File: src/eid_pkg.sv
/*
 * Package for the extended instruction decoder: opcode fields, encodings,
 * pointer widths, reset values and the carrier structs.
 * Assumes 16-bit instruction words and 12-bit file select pointers.
 */
package eid_pkg;

    localparam int          PTR_W        = 12;
    localparam int          PC_W         = 21;
    localparam logic [7:0]  OPC_ADD_PTR  = 8'hE8;
    localparam logic [7:0]  OPC_SUB_PTR  = 8'hE9;
    localparam logic [7:0]  OPC_PUSH_LIT = 8'hEA;
    localparam logic [7:0]  OPC_MOVE_IDX = 8'hEB;
    localparam logic [15:0] WORD_CALL_W  = 16'h0014;
    localparam logic [3:0]  SECOND_TAG   = 4'hF;
    localparam logic [1:0]  SEL_PTR_TWO  = 2'h3;
    localparam int          OPC_HI       = 15;
    localparam int          OPC_LO       = 8;
    localparam int          SEL_HI       = 7;
    localparam int          SEL_LO       = 6;
    localparam int          LIT6_HI      = 5;
    localparam int          DEST_BIT     = 7;
    localparam int          OFFS_HI      = 6;
    localparam int          FILE_HI      = 11;
    localparam logic [PTR_W-1:0] PTR_RESET = 12'h000;

    typedef enum logic [3:0] {
        EID_OP_NONE      = 4'b0000,
        EID_OP_ADD_PTR   = 4'b0001,
        EID_OP_SUB_PTR   = 4'b0010,
        EID_OP_ADD_RET   = 4'b0011,
        EID_OP_SUB_RET   = 4'b0100,
        EID_OP_CALL_W    = 4'b0101,
        EID_OP_MOVE_FILE = 4'b0110,
        EID_OP_MOVE_IDX  = 4'b0111,
        EID_OP_PUSH_LIT  = 4'b1000
    } eid_op_t;

    typedef enum logic [1:0] {
        EID_ST_FETCH  = 2'b00,
        EID_ST_RETNOP = 2'b01,
        EID_ST_CALLNOP= 2'b10,
        EID_ST_MOVE2  = 2'b11
    } eid_state_t;

    typedef struct packed {
        logic [PTR_W-1:0] ptr0;
        logic [PTR_W-1:0] ptr1;
        logic [PTR_W-1:0] ptr2;
    } eid_ptrs_t;

    typedef struct packed {
        logic             writeEn;
        logic [PTR_W-1:0] addr;
        logic [7:0]       data;
    } eid_mem_wr_t;

    typedef struct packed {
        logic             valid;
        logic             toFile;
        logic [6:0]       srcOffset;
        logic [6:0]       dstOffset;
        logic [PTR_W-1:0] dstFile;
    } eid_move_t;

endpackage

File: src/eid_extended_decode.sv
/*
 * Extended instruction decoder and executor: pointer add/subtract, the
 * add/subtract-and-return forms, call through working register, the two
 * indexed moves and push literal, plus the indexed literal offset flag.
 * Assumes one instruction word per cycle with instrValid, a core that
 * supplies the stack top, the working register and the latch bytes, and
 * that stalls fetch while busy is high.
 */
`timescale 1ns/1ps
module eid_extended_decode
    import eid_pkg::*;
(
    input  wire logic              clk,
    input  wire logic              rst_b,
    input  wire logic              extendedSetEnableBit,
    input  wire logic              instrValid,
    input  wire logic [15:0]       instrWord,
    input  wire logic [PC_W-1:0]   stackTop,
    input  wire logic [PC_W-1:0]   pcPlusTwo,
    input  wire logic [7:0]        workingRegister,
    input  wire logic [7:0]        pcLatchHigh,
    input  wire logic [4:0]        pcLatchUpper,
    output eid_ptrs_t              ptrs,
    output eid_mem_wr_t            memWrite,
    output eid_move_t              move,
    output logic                   busy,
    output logic                   pcLoad,
    output logic [PC_W-1:0]        pcValue,
    output logic                   stackPush,
    output logic [PC_W-1:0]        stackPushValue,
    output logic                   stackPop,
    output logic                   extDecoded,
    output logic                   indexedOffsetMode,
    output logic                   statusWriteBlock
);
    eid_state_t       state;
    eid_state_t       next_state;
    eid_ptrs_t        next_ptrs;
    eid_mem_wr_t      next_memWrite;
    eid_move_t        next_move;
    logic             next_pcLoad;
    logic [PC_W-1:0]  next_pcValue;
    logic             next_stackPush;
    logic [PC_W-1:0]  next_stackPushValue;
    logic             next_stackPop;
    logic             next_extDecoded;
    logic             enabled;
    logic             next_enabled;
    eid_op_t          op;
    logic [1:0]       sel;
    logic [5:0]       lit6;
    logic [PTR_W-1:0] aluIn;
    logic [PTR_W-1:0] aluOut;
    logic             aluSub;
    logic [PTR_W-1:0] ptr2Dec;
    logic [7:0]       opField;
    logic             twoCycleOp;

    // One adder serves add, subtract and both return forms
    eid_ptr_alu u_alu (
        .ptrIn   (aluIn),
        .literal (lit6),
        .subtract(aluSub),
        .ptrOut  (aluOut)
    );

    // Decode of the first instruction word
    always_comb begin
        opField = instrWord[OPC_HI:OPC_LO];
        sel     = instrWord[SEL_HI:SEL_LO];
        lit6    = instrWord[LIT6_HI:0];
        op      = EID_OP_NONE;
        // Words seen while a two-cycle form finishes are never decoded
        if (enabled && instrValid && state == EID_ST_FETCH) begin
            if (opField == OPC_ADD_PTR) begin
                op = (sel == SEL_PTR_TWO) ? EID_OP_ADD_RET : EID_OP_ADD_PTR;
            end else if (opField == OPC_SUB_PTR) begin
                op = (sel == SEL_PTR_TWO) ? EID_OP_SUB_RET : EID_OP_SUB_PTR;
            end else if (instrWord == WORD_CALL_W) begin
                op = EID_OP_CALL_W;
            end else if (opField == OPC_MOVE_IDX) begin
                op = instrWord[DEST_BIT] ? EID_OP_MOVE_IDX : EID_OP_MOVE_FILE;
            end else if (opField == OPC_PUSH_LIT) begin
                op = EID_OP_PUSH_LIT;
            end
        end
    end

    // Operand selection for the pointer adjust unit
    always_comb begin
        aluSub = (op == EID_OP_SUB_PTR) || (op == EID_OP_SUB_RET);
        unique case (sel)
            2'b00:   aluIn = ptrs.ptr0;
            2'b01:   aluIn = ptrs.ptr1;
            default: aluIn = ptrs.ptr2;
        endcase
        // Push stores first and then steps down, so the old value is the address
        ptr2Dec = ptrs.ptr2 - {{(PTR_W-1){1'b0}}, 1'b1};
    end

    // Next-state and execute
    always_comb begin
        next_state          = state;
        next_ptrs           = ptrs;
        next_memWrite       = '0;
        next_move           = move;
        next_move.valid     = 1'b0;
        next_pcLoad         = 1'b0;
        next_pcValue        = pcValue;
        next_stackPush      = 1'b0;
        next_stackPushValue = stackPushValue;
        next_stackPop       = 1'b0;
        next_extDecoded     = (op != EID_OP_NONE);
        // Enable is registered, so a change lands one clock later, even during a two-cycle form
        next_enabled        = extendedSetEnableBit;
        unique case (state)
            EID_ST_FETCH: begin
                unique case (op)
                    EID_OP_ADD_PTR, EID_OP_SUB_PTR: begin
                        unique case (sel)
                            2'b00:   next_ptrs.ptr0 = aluOut;
                            2'b01:   next_ptrs.ptr1 = aluOut;
                            default: next_ptrs.ptr2 = aluOut;
                        endcase
                    end
                    EID_OP_ADD_RET, EID_OP_SUB_RET: begin
                        // Stack top is taken in the cycle that pointer two is written
                        next_ptrs.ptr2 = aluOut;
                        next_pcLoad    = 1'b1;
                        next_pcValue   = stackTop;
                        next_stackPop  = 1'b1;
                        next_state     = EID_ST_RETNOP;
                    end
                    EID_OP_CALL_W: begin
                        next_stackPush      = 1'b1;
                        next_stackPushValue = pcPlusTwo;
                        next_pcLoad         = 1'b1;
                        next_pcValue        = {pcLatchUpper, pcLatchHigh, workingRegister};
                        next_state          = EID_ST_CALLNOP;
                    end
                    EID_OP_MOVE_FILE, EID_OP_MOVE_IDX: begin
                        next_move.toFile    = (op == EID_OP_MOVE_FILE);
                        next_move.srcOffset = instrWord[OFFS_HI:0];
                        next_state          = EID_ST_MOVE2;
                    end
                    EID_OP_PUSH_LIT: begin
                        next_memWrite.writeEn = 1'b1;
                        next_memWrite.addr    = ptrs.ptr2;
                        next_memWrite.data    = instrWord[7:0];
                        next_ptrs.ptr2        = ptr2Dec;
                    end
                    default: begin
                    end
                endcase
            end
            EID_ST_RETNOP, EID_ST_CALLNOP: begin
                next_state = EID_ST_FETCH;
            end
            EID_ST_MOVE2: begin
                if (instrValid) begin
                    // A second word without the tag drops the move
                    if (instrWord[OPC_HI:FILE_HI+1] == SECOND_TAG) begin
                        next_move.valid     = 1'b1;
                        next_move.dstFile   = instrWord[FILE_HI:0];
                        next_move.dstOffset = instrWord[OFFS_HI:0];
                    end
                    next_state = EID_ST_FETCH;
                end
            end
        endcase
    end

    always_ff @(posedge clk or negedge rst_b) begin
        if (!rst_b) begin
            state          <= EID_ST_FETCH;
            ptrs           <= '{PTR_RESET, PTR_RESET, PTR_RESET};
            memWrite       <= '0;
            move           <= '0;
            pcLoad         <= 1'b0;
            pcValue        <= '0;
            stackPush      <= 1'b0;
            stackPushValue <= '0;
            stackPop       <= 1'b0;
            extDecoded     <= 1'b0;
            enabled        <= 1'b0;
        end else begin
            state          <= next_state;
            ptrs           <= next_ptrs;
            memWrite       <= next_memWrite;
            move           <= next_move;
            pcLoad         <= next_pcLoad;
            pcValue        <= next_pcValue;
            stackPush      <= next_stackPush;
            stackPushValue <= next_stackPushValue;
            stackPop       <= next_stackPop;
            extDecoded     <= next_extDecoded;
            enabled        <= next_enabled;
        end
    end

    // Busy spans the decode cycle of a two-cycle form and the cycle after it; a move holds it until its second word is valid
    always_comb begin
        unique case (op)
            EID_OP_ADD_RET, EID_OP_SUB_RET, EID_OP_CALL_W: twoCycleOp = 1'b1;
            EID_OP_MOVE_FILE, EID_OP_MOVE_IDX:             twoCycleOp = 1'b1;
            default:                                       twoCycleOp = 1'b0;
        endcase
        busy              = (state != EID_ST_FETCH) || twoCycleOp;
        indexedOffsetMode = enabled;
        statusWriteBlock  = extDecoded;
    end
endmodule

File: src/eid_ptr_alu.sv
/*
 * Pointer adjust unit: adds or subtracts an unsigned six-bit literal
 * to the full width of one file select pointer.
 * Assumes the caller selects the pointer and the direction.
 */
`timescale 1ns/1ps
module eid_ptr_alu
    import eid_pkg::*;
(
    input  wire logic [PTR_W-1:0] ptrIn,
    input  wire logic [5:0]       literal,
    input  wire logic             subtract,
    output logic      [PTR_W-1:0] ptrOut
);
    logic [PTR_W-1:0] litWide;

    always_comb begin
        litWide = {{(PTR_W-6){1'b0}}, literal};
        ptrOut  = subtract ? (ptrIn - litWide) : (ptrIn + litWide);
    end
endmodule

File: config.mk
export PLATFORM = sky130hd
export DESIGN_NAME = eid_extended_decode
export DESIGN_NICKNAME = d
export VERILOG_FILES = /design/src/eid_pkg.sv /design/src/eid_extended_decode.sv /design/src/eid_ptr_alu.sv
export SDC_FILE = /design/constraint.sdc
export NUM_CORES = 1
export LEC_CHECK = 0
export ABC_AREA = 0
export BUFFER_PORTS_ARGS = -buffer_cell sky130_fd_sc_hd__buf_2
export CAP_MARGIN = 10
export CORE_AREA = 3 3 149 151
export CTS_CLUSTER_SIZE = 20
export DETAILED_ROUTE_END_ITERATION = 8
export DIE_AREA = 0 0 152 154
export PLACE_DENSITY = 0.56
export SLEW_MARGIN = 20
export SYNTH_ARGS = -nofsm -noshare
export SYNTH_HDL_FRONTEND = slang
export SYNTH_SLANG_ARGS = --single-unit
File: constraint.sdc
create_clock -name clk -period 4.3 [get_ports clk]
set_input_delay 0.645 -clock clk [delete_from_list [all_inputs] [get_ports clk]]
set_output_delay 0.645 -clock clk [all_outputs]
set_load 0.01 [all_outputs]
==> impl_metrics.csv, run 1 <==
group,metric,value,unit
sta,rsz0062_at_grt,"false",
floorplanning,rows,53,
yosys,yosysUniqueCellTypes,63,
pwr,combPwrFrac,0.096,
sta,timing.fmax,250.6,MHz
pwr,p_clk_frac,0.508,
job,cap_violations,0,
floorplanning,coreArea,20960,sq um
placement,place_ws,-0.2557,ns
clock_tree,clk_latency,0.42,ns
final_layout,final_cell_area,8544,sq um
routing,firstDrtPassIters,6,
floorplanning,die_y,154,um
yosys,ys_ff_latch,127,
final_layout,nNetsFinal,944,
clock_tree,cts_max_level,4,
floorplanning,die_area,23410,sq um
yosys,ys.flop_type,"dfrtp_1",
global_route,grt_antenna_before_repair,0,
critical_path,timing.rr.start,"state[1]",
clock_tree,path_clk_slew,0.06,ns
yosys,synthesis.nets,693,
sta,setup_slack,0.3101,ns
final_layout,layout_commonest_cell,"buf_2",
sta,setup-tns-final,0,ns
routing,wl,18.48,mm
critical_path,crit_path_end_kind,"register",
placement,place_inst,1103,
sta,setup_viol,0,
pwr,p_total,3.155,mW
routing,drt_iter0_drc,208,
yosys,avgSynthCellArea,10.47,sq um
clock_tree,tritoncts,"done",
sta,slew_viol_final,0,
placement,gp_congestion,0.8346,
critical_path,reg2reg_to,"ptrs[11]",
sta,final-hold-violation-count,0,
clock_tree,clock-sinks,127,
global_route,grt_overflow_total,0,
global_route,grt_pass1_vias,5109,
final_layout,register_area,3178,sq um
final_layout,multi_input_area,2829,sq um
critical_path,reg2reg_depth,17,
placement,place_hpwl,14.13,mm
final_layout,layout.cells.non_filler,1134,
sta,min_period_over_period,0.9279,
sta,tightest_slew,0.9132,ns
final_layout,diodes,0,
floorplanning,start_util,0.2978,
run_status,status,"complete, no violations",
yosys,synth_area,6241,sq um
placement,place_area,7884,sq um
critical_path,path_max_fanout,9,
yosys,syn_inst,596,
routing,viasPerCell,4.549,
floorplanning,pin_count,217,
critical_path,path_class,"in2reg",
global_route,grtUsageTotal,0.1577,
routing,remaining_drc_errors,0,
sta,relSlewSlack,0.3912,
routing,wl_per_cell,16.29,um
routing,ant_nets,0,
yosys,yosysWarnings,0,
yosys,synth-async-reset-ratio,1.000,
pwr,switchingPower,0.7568,mW
yosys,seq_area_frac_synth,0.5092,
pwr,seqPwrFrac,0.396,
critical_path,crit_arrival,4.27,ns
final_layout,area.growth.synth_to_final,36.91,%
final_layout,drive_gt1_frac,0.3981,
pwr,internal_power,2.398,mW
clock_tree,clockBufferDepth,2,
critical_path,reg2reg_slack,0.71,ns
yosys,netlist.area_leader.share,0.5092,
clock_tree,cts_buffers,17,
sta,finalClockSkew,0.01079,ns
yosys,synth.area.top_cells,"dfrtp_1, mux2i_1, o21ai_0, mux2_2, nand2_1",
sta,period_needed,3.990,ns
pwr,swShare,0.2399,
floorplanning,fp.dieW,152,um
global_route,grt_pass1_wl,29.21,mm
pwr,leakage,4.584,nW
yosys,synth-edff-count,0,
clock_tree,root_buffer,"clkbuf_16",
critical_path,worstSetupStartpointType,"input port",
final_layout,final_cell_mix,"buf_2, dfrtp_1, nand2_1, buf_4, o21ai_0",
final_layout,fill_cells,2134,
routing,vias,5159,
placement,io_buffer_count,216,
critical_path,cp-startpoint,"instrWord[15]",
pwr,ir_worst_vdd,252.4,uV
critical_path,critPathRequiredTime,4.58,ns
yosys,yosysTopAreaCell,"dfrtp_1",
clock_tree,post_cts_buffers,0,
global_route,grt_max_degree,100,
pwr,powerDensity,369.2,nW/um^2
hold_path,worstHoldPathType,"in2async",
-- per-layer routing --
layer | up-vias | GRT usage | part of all wire
li1 | 2589 | - | -
met1 | 2362 | 0.2064 | 0.45
met2 | 193 | 0.2502 | 0.46
met3 | 15 | 0.05460 | 0.077
met4 | 0 | 0.04281 | 0.014
met5 | - | 0 | 0
-- state kept, by name, indices dropped and copies added, names as in the netlist --
name and flops:
ptrs 36, memWrite 21, stackPushValue 21, move 21, state 2, stackPush 1
indexedOffsetMode 1, pcLoad 1, extDecoded 1, stackPop 1, pcValue 21
-- timing repair --
| item | 4_1_cts | 5_1_grt |
|---|---|---|
| hold buffers | 0 | 0 |
| endpoints found under the setup margin | 0 | 9 |
| resized for setup | 0 | 4 |
| endpoints found under the hold margin | 0 | 0 |
-- cell usage after synthesis, drive strengths merged (8+ instances only) --
| cell | n |
|---|---|
| xor2 | 8 |
| o21ai | 58 |
| nand3 | 8 |
| buf | 21 |
| and2 | 17 |
| mux2 | 39 |
| inv | 10 |
| clkbuf | 18 |
| ha | 13 |
| nand2 | 66 |
| nor2 | 45 |
| dfrtp | 127 |
| a21oi | 38 |
| mux2i | 37 |
| nor3 | 10 |
-- power by group through the flow --
stage	clock (mW)	combinational, mW	sequential (mW)
floorplan	0	0.126	1.28
global placement	0	0.307	1.27
detailed placement	0	0.307	1.27
CTS	1.65	0.309	1.25
global route	1.71	0.339	1.25
finish	1.60	0.303	1.25
-- layout make-up --
| type | count | share of cell area |
|---|---|---|
| Timing Repair Buffer | 271 | 0.1756 |
| Clock buffer | 18 | 0.05140 |
| Clock inverter | 13 | 0.02489 |
| Inverter | 11 | 0.004832 |
| Tap cell | 275 | 0.04027 |
| Sequential cell | 127 | 0.3719 |
| Multi-Input combinational cell | 419 | 0.3311 |
-- per-stage QoR --
step           hold WS [ns]  utilization
6_report             0.3367       0.4078
3_5_place_dp         0.4737       0.3762
4_1_cts              0.3167       0.4073
3_3_place_gp         0.4591       0.3762
5_1_grt              0.3201       0.4078
2_1_floorplan        0.3494            -
-- critical path: stages --
cell	delay [ns]
buf_2	0.09
nand3_1	0.10
or4b_1	0.67
or3_4	0.43
o21ai_2	0.08
or2_4	0.14
o21a_2	0.21
buf_4	0.14
nand2_1	0.05
xor2_1	0.16
ha_1	0.29
nand2_1	0.05
o21ai_0	0.17
a21bo_2	0.26
o21a_1	0.21
o21ai_1	0.16
xor2_1	0.26
o221ai_1	0.16
-- worst max path at each step --
stage,slack (ns),endpoint,cells past startpoint
3_5_place_dp,-0.26,ptrs[11],18
3_3_place_gp,-0.14,ptrs[22],18
4_1_cts,0.17,ptrs[11],18
2_1_floorplan,0.15,ptrs[11],20
5_1_grt,0.02,ptrs[11],22
6_report,0.31,ptrs[11],18
-- kinds of logic (layout without fill, tap and decap cells) --
group	count (synthesis)	after routing	share of synthesized area
adders and majority gates	14	14	0.02927
muxes	76	76	0.1323
xor gates and xnor gates	13	13	0.01824
and+or+nand+nor	185	185	0.1449
AOI/OAI and AO/OA	131	131	0.1267
DFF	127	127	0.5092
buffers and inverters	50	313	0.03929
No activity file was read; power rests on OpenSTA's default activity.
==> run 2, diff against run 1 <==
- ABC_AREA: 0 -> 1
- CORE_AREA: 3 3 149 151 -> 3 3 154 156
- DIE_AREA: 0 0 152 154 -> 0 0 157 159
- PLACE_DENSITY: 0.56 -> 0.55
==> run 2 against run 1 <==
Compared with the run above:
- via count rose by 18%
- register-to-register slack got worse by 0.095 ns
- critical path type is now reg2reg
- sequential share of layout area fell by 0.28 points
- largest power group unchanged
- clock skew rose by 0.0065 ns
- highest routed layer unchanged
==> impl_metrics.csv, run 2 <==
group,metric,value,unit
placement,io_buffer_count,216,
placement,place_hpwl,15.30,mm
critical_path,path_buf_inv,0,
routing,wl,20.38,mm
critical_path,path_class,"reg2reg",
clock_tree,root_buffer,"clkbuf_16",
critical_path,slowest_delay,0.47,ns
clock_tree,cts_max_level,4,
pwr,leakage,4.907,nW
run_status,status,"complete, no violations",
critical_path,crit_path_end_kind,"register",
critical_path,slowest_stage,"nor3b_1",
pwr,seqPwrFrac,0.387,
global_route,grt_max_degree,104,
floorplanning,rows,55,
sta,tightest_slew,0.9723,ns
sta,setup-tns-final,0,ns
clock_tree,cts_hold_buf,0,
critical_path,reg2reg_depth,21,
pwr,internal_power,2.433,mW
sta,slew_viol_final,0,
sta,rsz0062_at_grt,"false",
pwr,p_clk_frac,0.467,
placement,place_area,7968,sq um
global_route,grt_overflow_total,0,
floorplanning,die_y,159,um
routing,vias,6076,
global_route,grt_pass1_wl,32.07,mm
routing,ant_nets,0,
critical_path,cp_top_family,"simple AND/OR/NAND/NOR gates",
floorplanning,fp.dieW,157,um
sta,period_needed,3.685,ns
final_layout,layout.cells.non_filler,1327,
global_route,grtUsageTotal,0.1626,
sta,setup_slack,0.6147,ns
sta,finalClockSkew,0.01727,ns
critical_path,crit_arrival,3.99,ns
placement,place_ws,0.2563,ns
final_layout,diodes,0,
sta,setup_viol,0,
final_layout,final_cell_mix,"buf_2, nand2_1, dfrtp_1, inv_1, nor2_1",
yosys,synth-async-reset-ratio,1.000,
placement,place_inst,1295,
pwr,p_total,3.359,mW
routing,wl_per_cell,15.36,um
sta,relSlewSlack,0.3518,
placement,gp_congestion,0.8710,
final_layout,top_register,"ptrs",
floorplanning,start_util,0.2963,
yosys,ys_ff_latch,127,
yosys,synthesis.nets,918,
pwr,powerDensity,390.2,nW/um^2
final_layout,nNetsFinal,1126,
sta,min_period_over_period,0.8570,
critical_path,crit_chain,"nor2_1, nand3_1, nor3b_1, a21oi_1, nand3_1, nand2_1, nor2_1, xor2_1, ha_1, nand2_1, o21ai_0, nand2_1, nand2_1, nand2_1, nand2_1, a21oi_1, or2_2, nand3_1, o21ai_0, nand3_1, nand2_1",
critical_path,path_max_fanout,6,
final_layout,final_cell_area,8608,sq um
sta,final-hold-violation-count,0,
pwr,switchingPower,0.9259,mW
hold_path,worstHoldPathType,"in2reg",
sta,timing.fmax,271.4,MHz
yosys,synth_area,6668,sq um
job,cap_violations,0,
clock_tree,clk_latency,0.42,ns
final_layout,post-route-util,0.3825,
yosys,synth.area.top_cells,"dfrtp_1, nand2_1, inv_1, nor2_1, o21ai_1",
clock_tree,cts_buffers,17,
clock_tree,post_cts_resized,0,
yosys,syn_inst,821,
yosys,synth-edff-count,0,
final_layout,layout_commonest_cell,"buf_2",
final_layout,largest_reg_flops,36,
yosys,ys.flop_type,"dfrtp_1",
yosys,yosysWarnings,0,
critical_path,critPathRequiredTime,4.61,ns
clock_tree,path_clk_slew,0.06,ns
yosys,avgSynthCellArea,8.121,sq um
floorplanning,pin_count,217,
hold_path,whs_path_depth,1,
final_layout,drive_gt1_frac,0.2937,
floorplanning,coreArea,22500,sq um
clock_tree,clock-sinks,127,
routing,viasPerCell,4.579,
pwr,ir_worst_vdd,240.1,uV
critical_path,cp_num_cells,21,
routing,firstDrtPassIters,5,
global_route,grt_pass1_vias,5872,
routing,remaining_drc_errors,0,
sta,fin_hold_ws,0.3495,ns
yosys,synth_common_cells,"nand2_1, dfrtp_1, inv_1",
critical_path,worstSetupStartpointType,"register",
clock_tree,post_cts_buffers,0,
floorplanning,die_area,24960,sq um
yosys,synthMostInstantiatedCell,"nand2_1",
yosys,yosysTopAreaCell,"dfrtp_1",
yosys,yosysUniqueCellTypes,45,
critical_path,cp_common_cell,"nand2_1",
yosys,netlist.area_leader.share,0.4766,
pwr,combPwrFrac,0.146,
pwr,swShare,0.2756,
routing,drt_iter0_drc,405,
yosys,seq_area_frac_synth,0.4766,
final_layout,area.growth.synth_to_final,29.10,%
clock_tree,tritoncts,"done",
global_route,grt_antenna_before_repair,0,
clock_tree,clockBufferDepth,2,
## run 2: changes by cell type in the layout (fill, tap and decap cells not counted), moves of 10 or more
cell,change
nand3_1,+40
buf_4,-46
nand2_1,+132
mux2_2,-23
nor2_1,+30
o21ai_1,+48
a21oi_1,-22
xor2_1,+10
mux2_1,-15
and2_1,-16
inv_1,+71
mux2i_1,-34
or2_1,+17
## run 2: cell type report
type                            instances  area [sq um]
Timing Repair Buffer                  225          1155
Inverter                               90         337.8
Clock buffer                           20         456.7
Sequential cell                       127          3178
Tap cell                              285         356.6
Fill cell                            2355         13890
Multi-Input combinational cell        568          2940
Clock inverter                         12         183.9
## run 2: logic make-up (layout without fill, tap and decap cells)
family	after synthesis	in the layout	share of synthesized area
compound gates	143	143	0.1208
xor+xnor	22	22	0.02890
fa+ha+maj	14	14	0.02740
buf+inv	126	347	0.08238
flops	127	127	0.4766
mux	2	2	0.003003
simple gates	387	387	0.2608
## run 2: final timing paths
path                                           start                 end  slack [ns]
max in group asynchronous                      rst_b  stackPushValue[19]        2.99
worst min register to register    stackPushValue[15]  stackPushValue[15]        0.47
worst max register to register              state[1]            ptrs[10]        0.61
worst max-delay path                        state[1]            ptrs[10]        0.61
worst min-delay path            extendedSetEnableBit   indexedOffsetMode        0.35
min in group asynchronous                      rst_b        memWrite[15]        0.36
## run 2: routing by layer
layer,vias up,GRT usage,part of all wire
met3,24,0.03099,0.054
met4,0,0.05133,0.018
met1,2819,0.2159,0.46
met5,-,0,0
li1,3048,-,-
met2,185,0.2674,0.47
## run 2: power by group through the flow
stage               Clock, mW  Combinational [mW]  Sequential (mW)
CTS                      1.61               0.496             1.30
global route             1.66               0.548             1.31
floorplan                   0               0.265             1.33
detailed placement          0               0.492             1.32
finish                   1.57               0.489             1.30
global placement            0               0.495             1.32
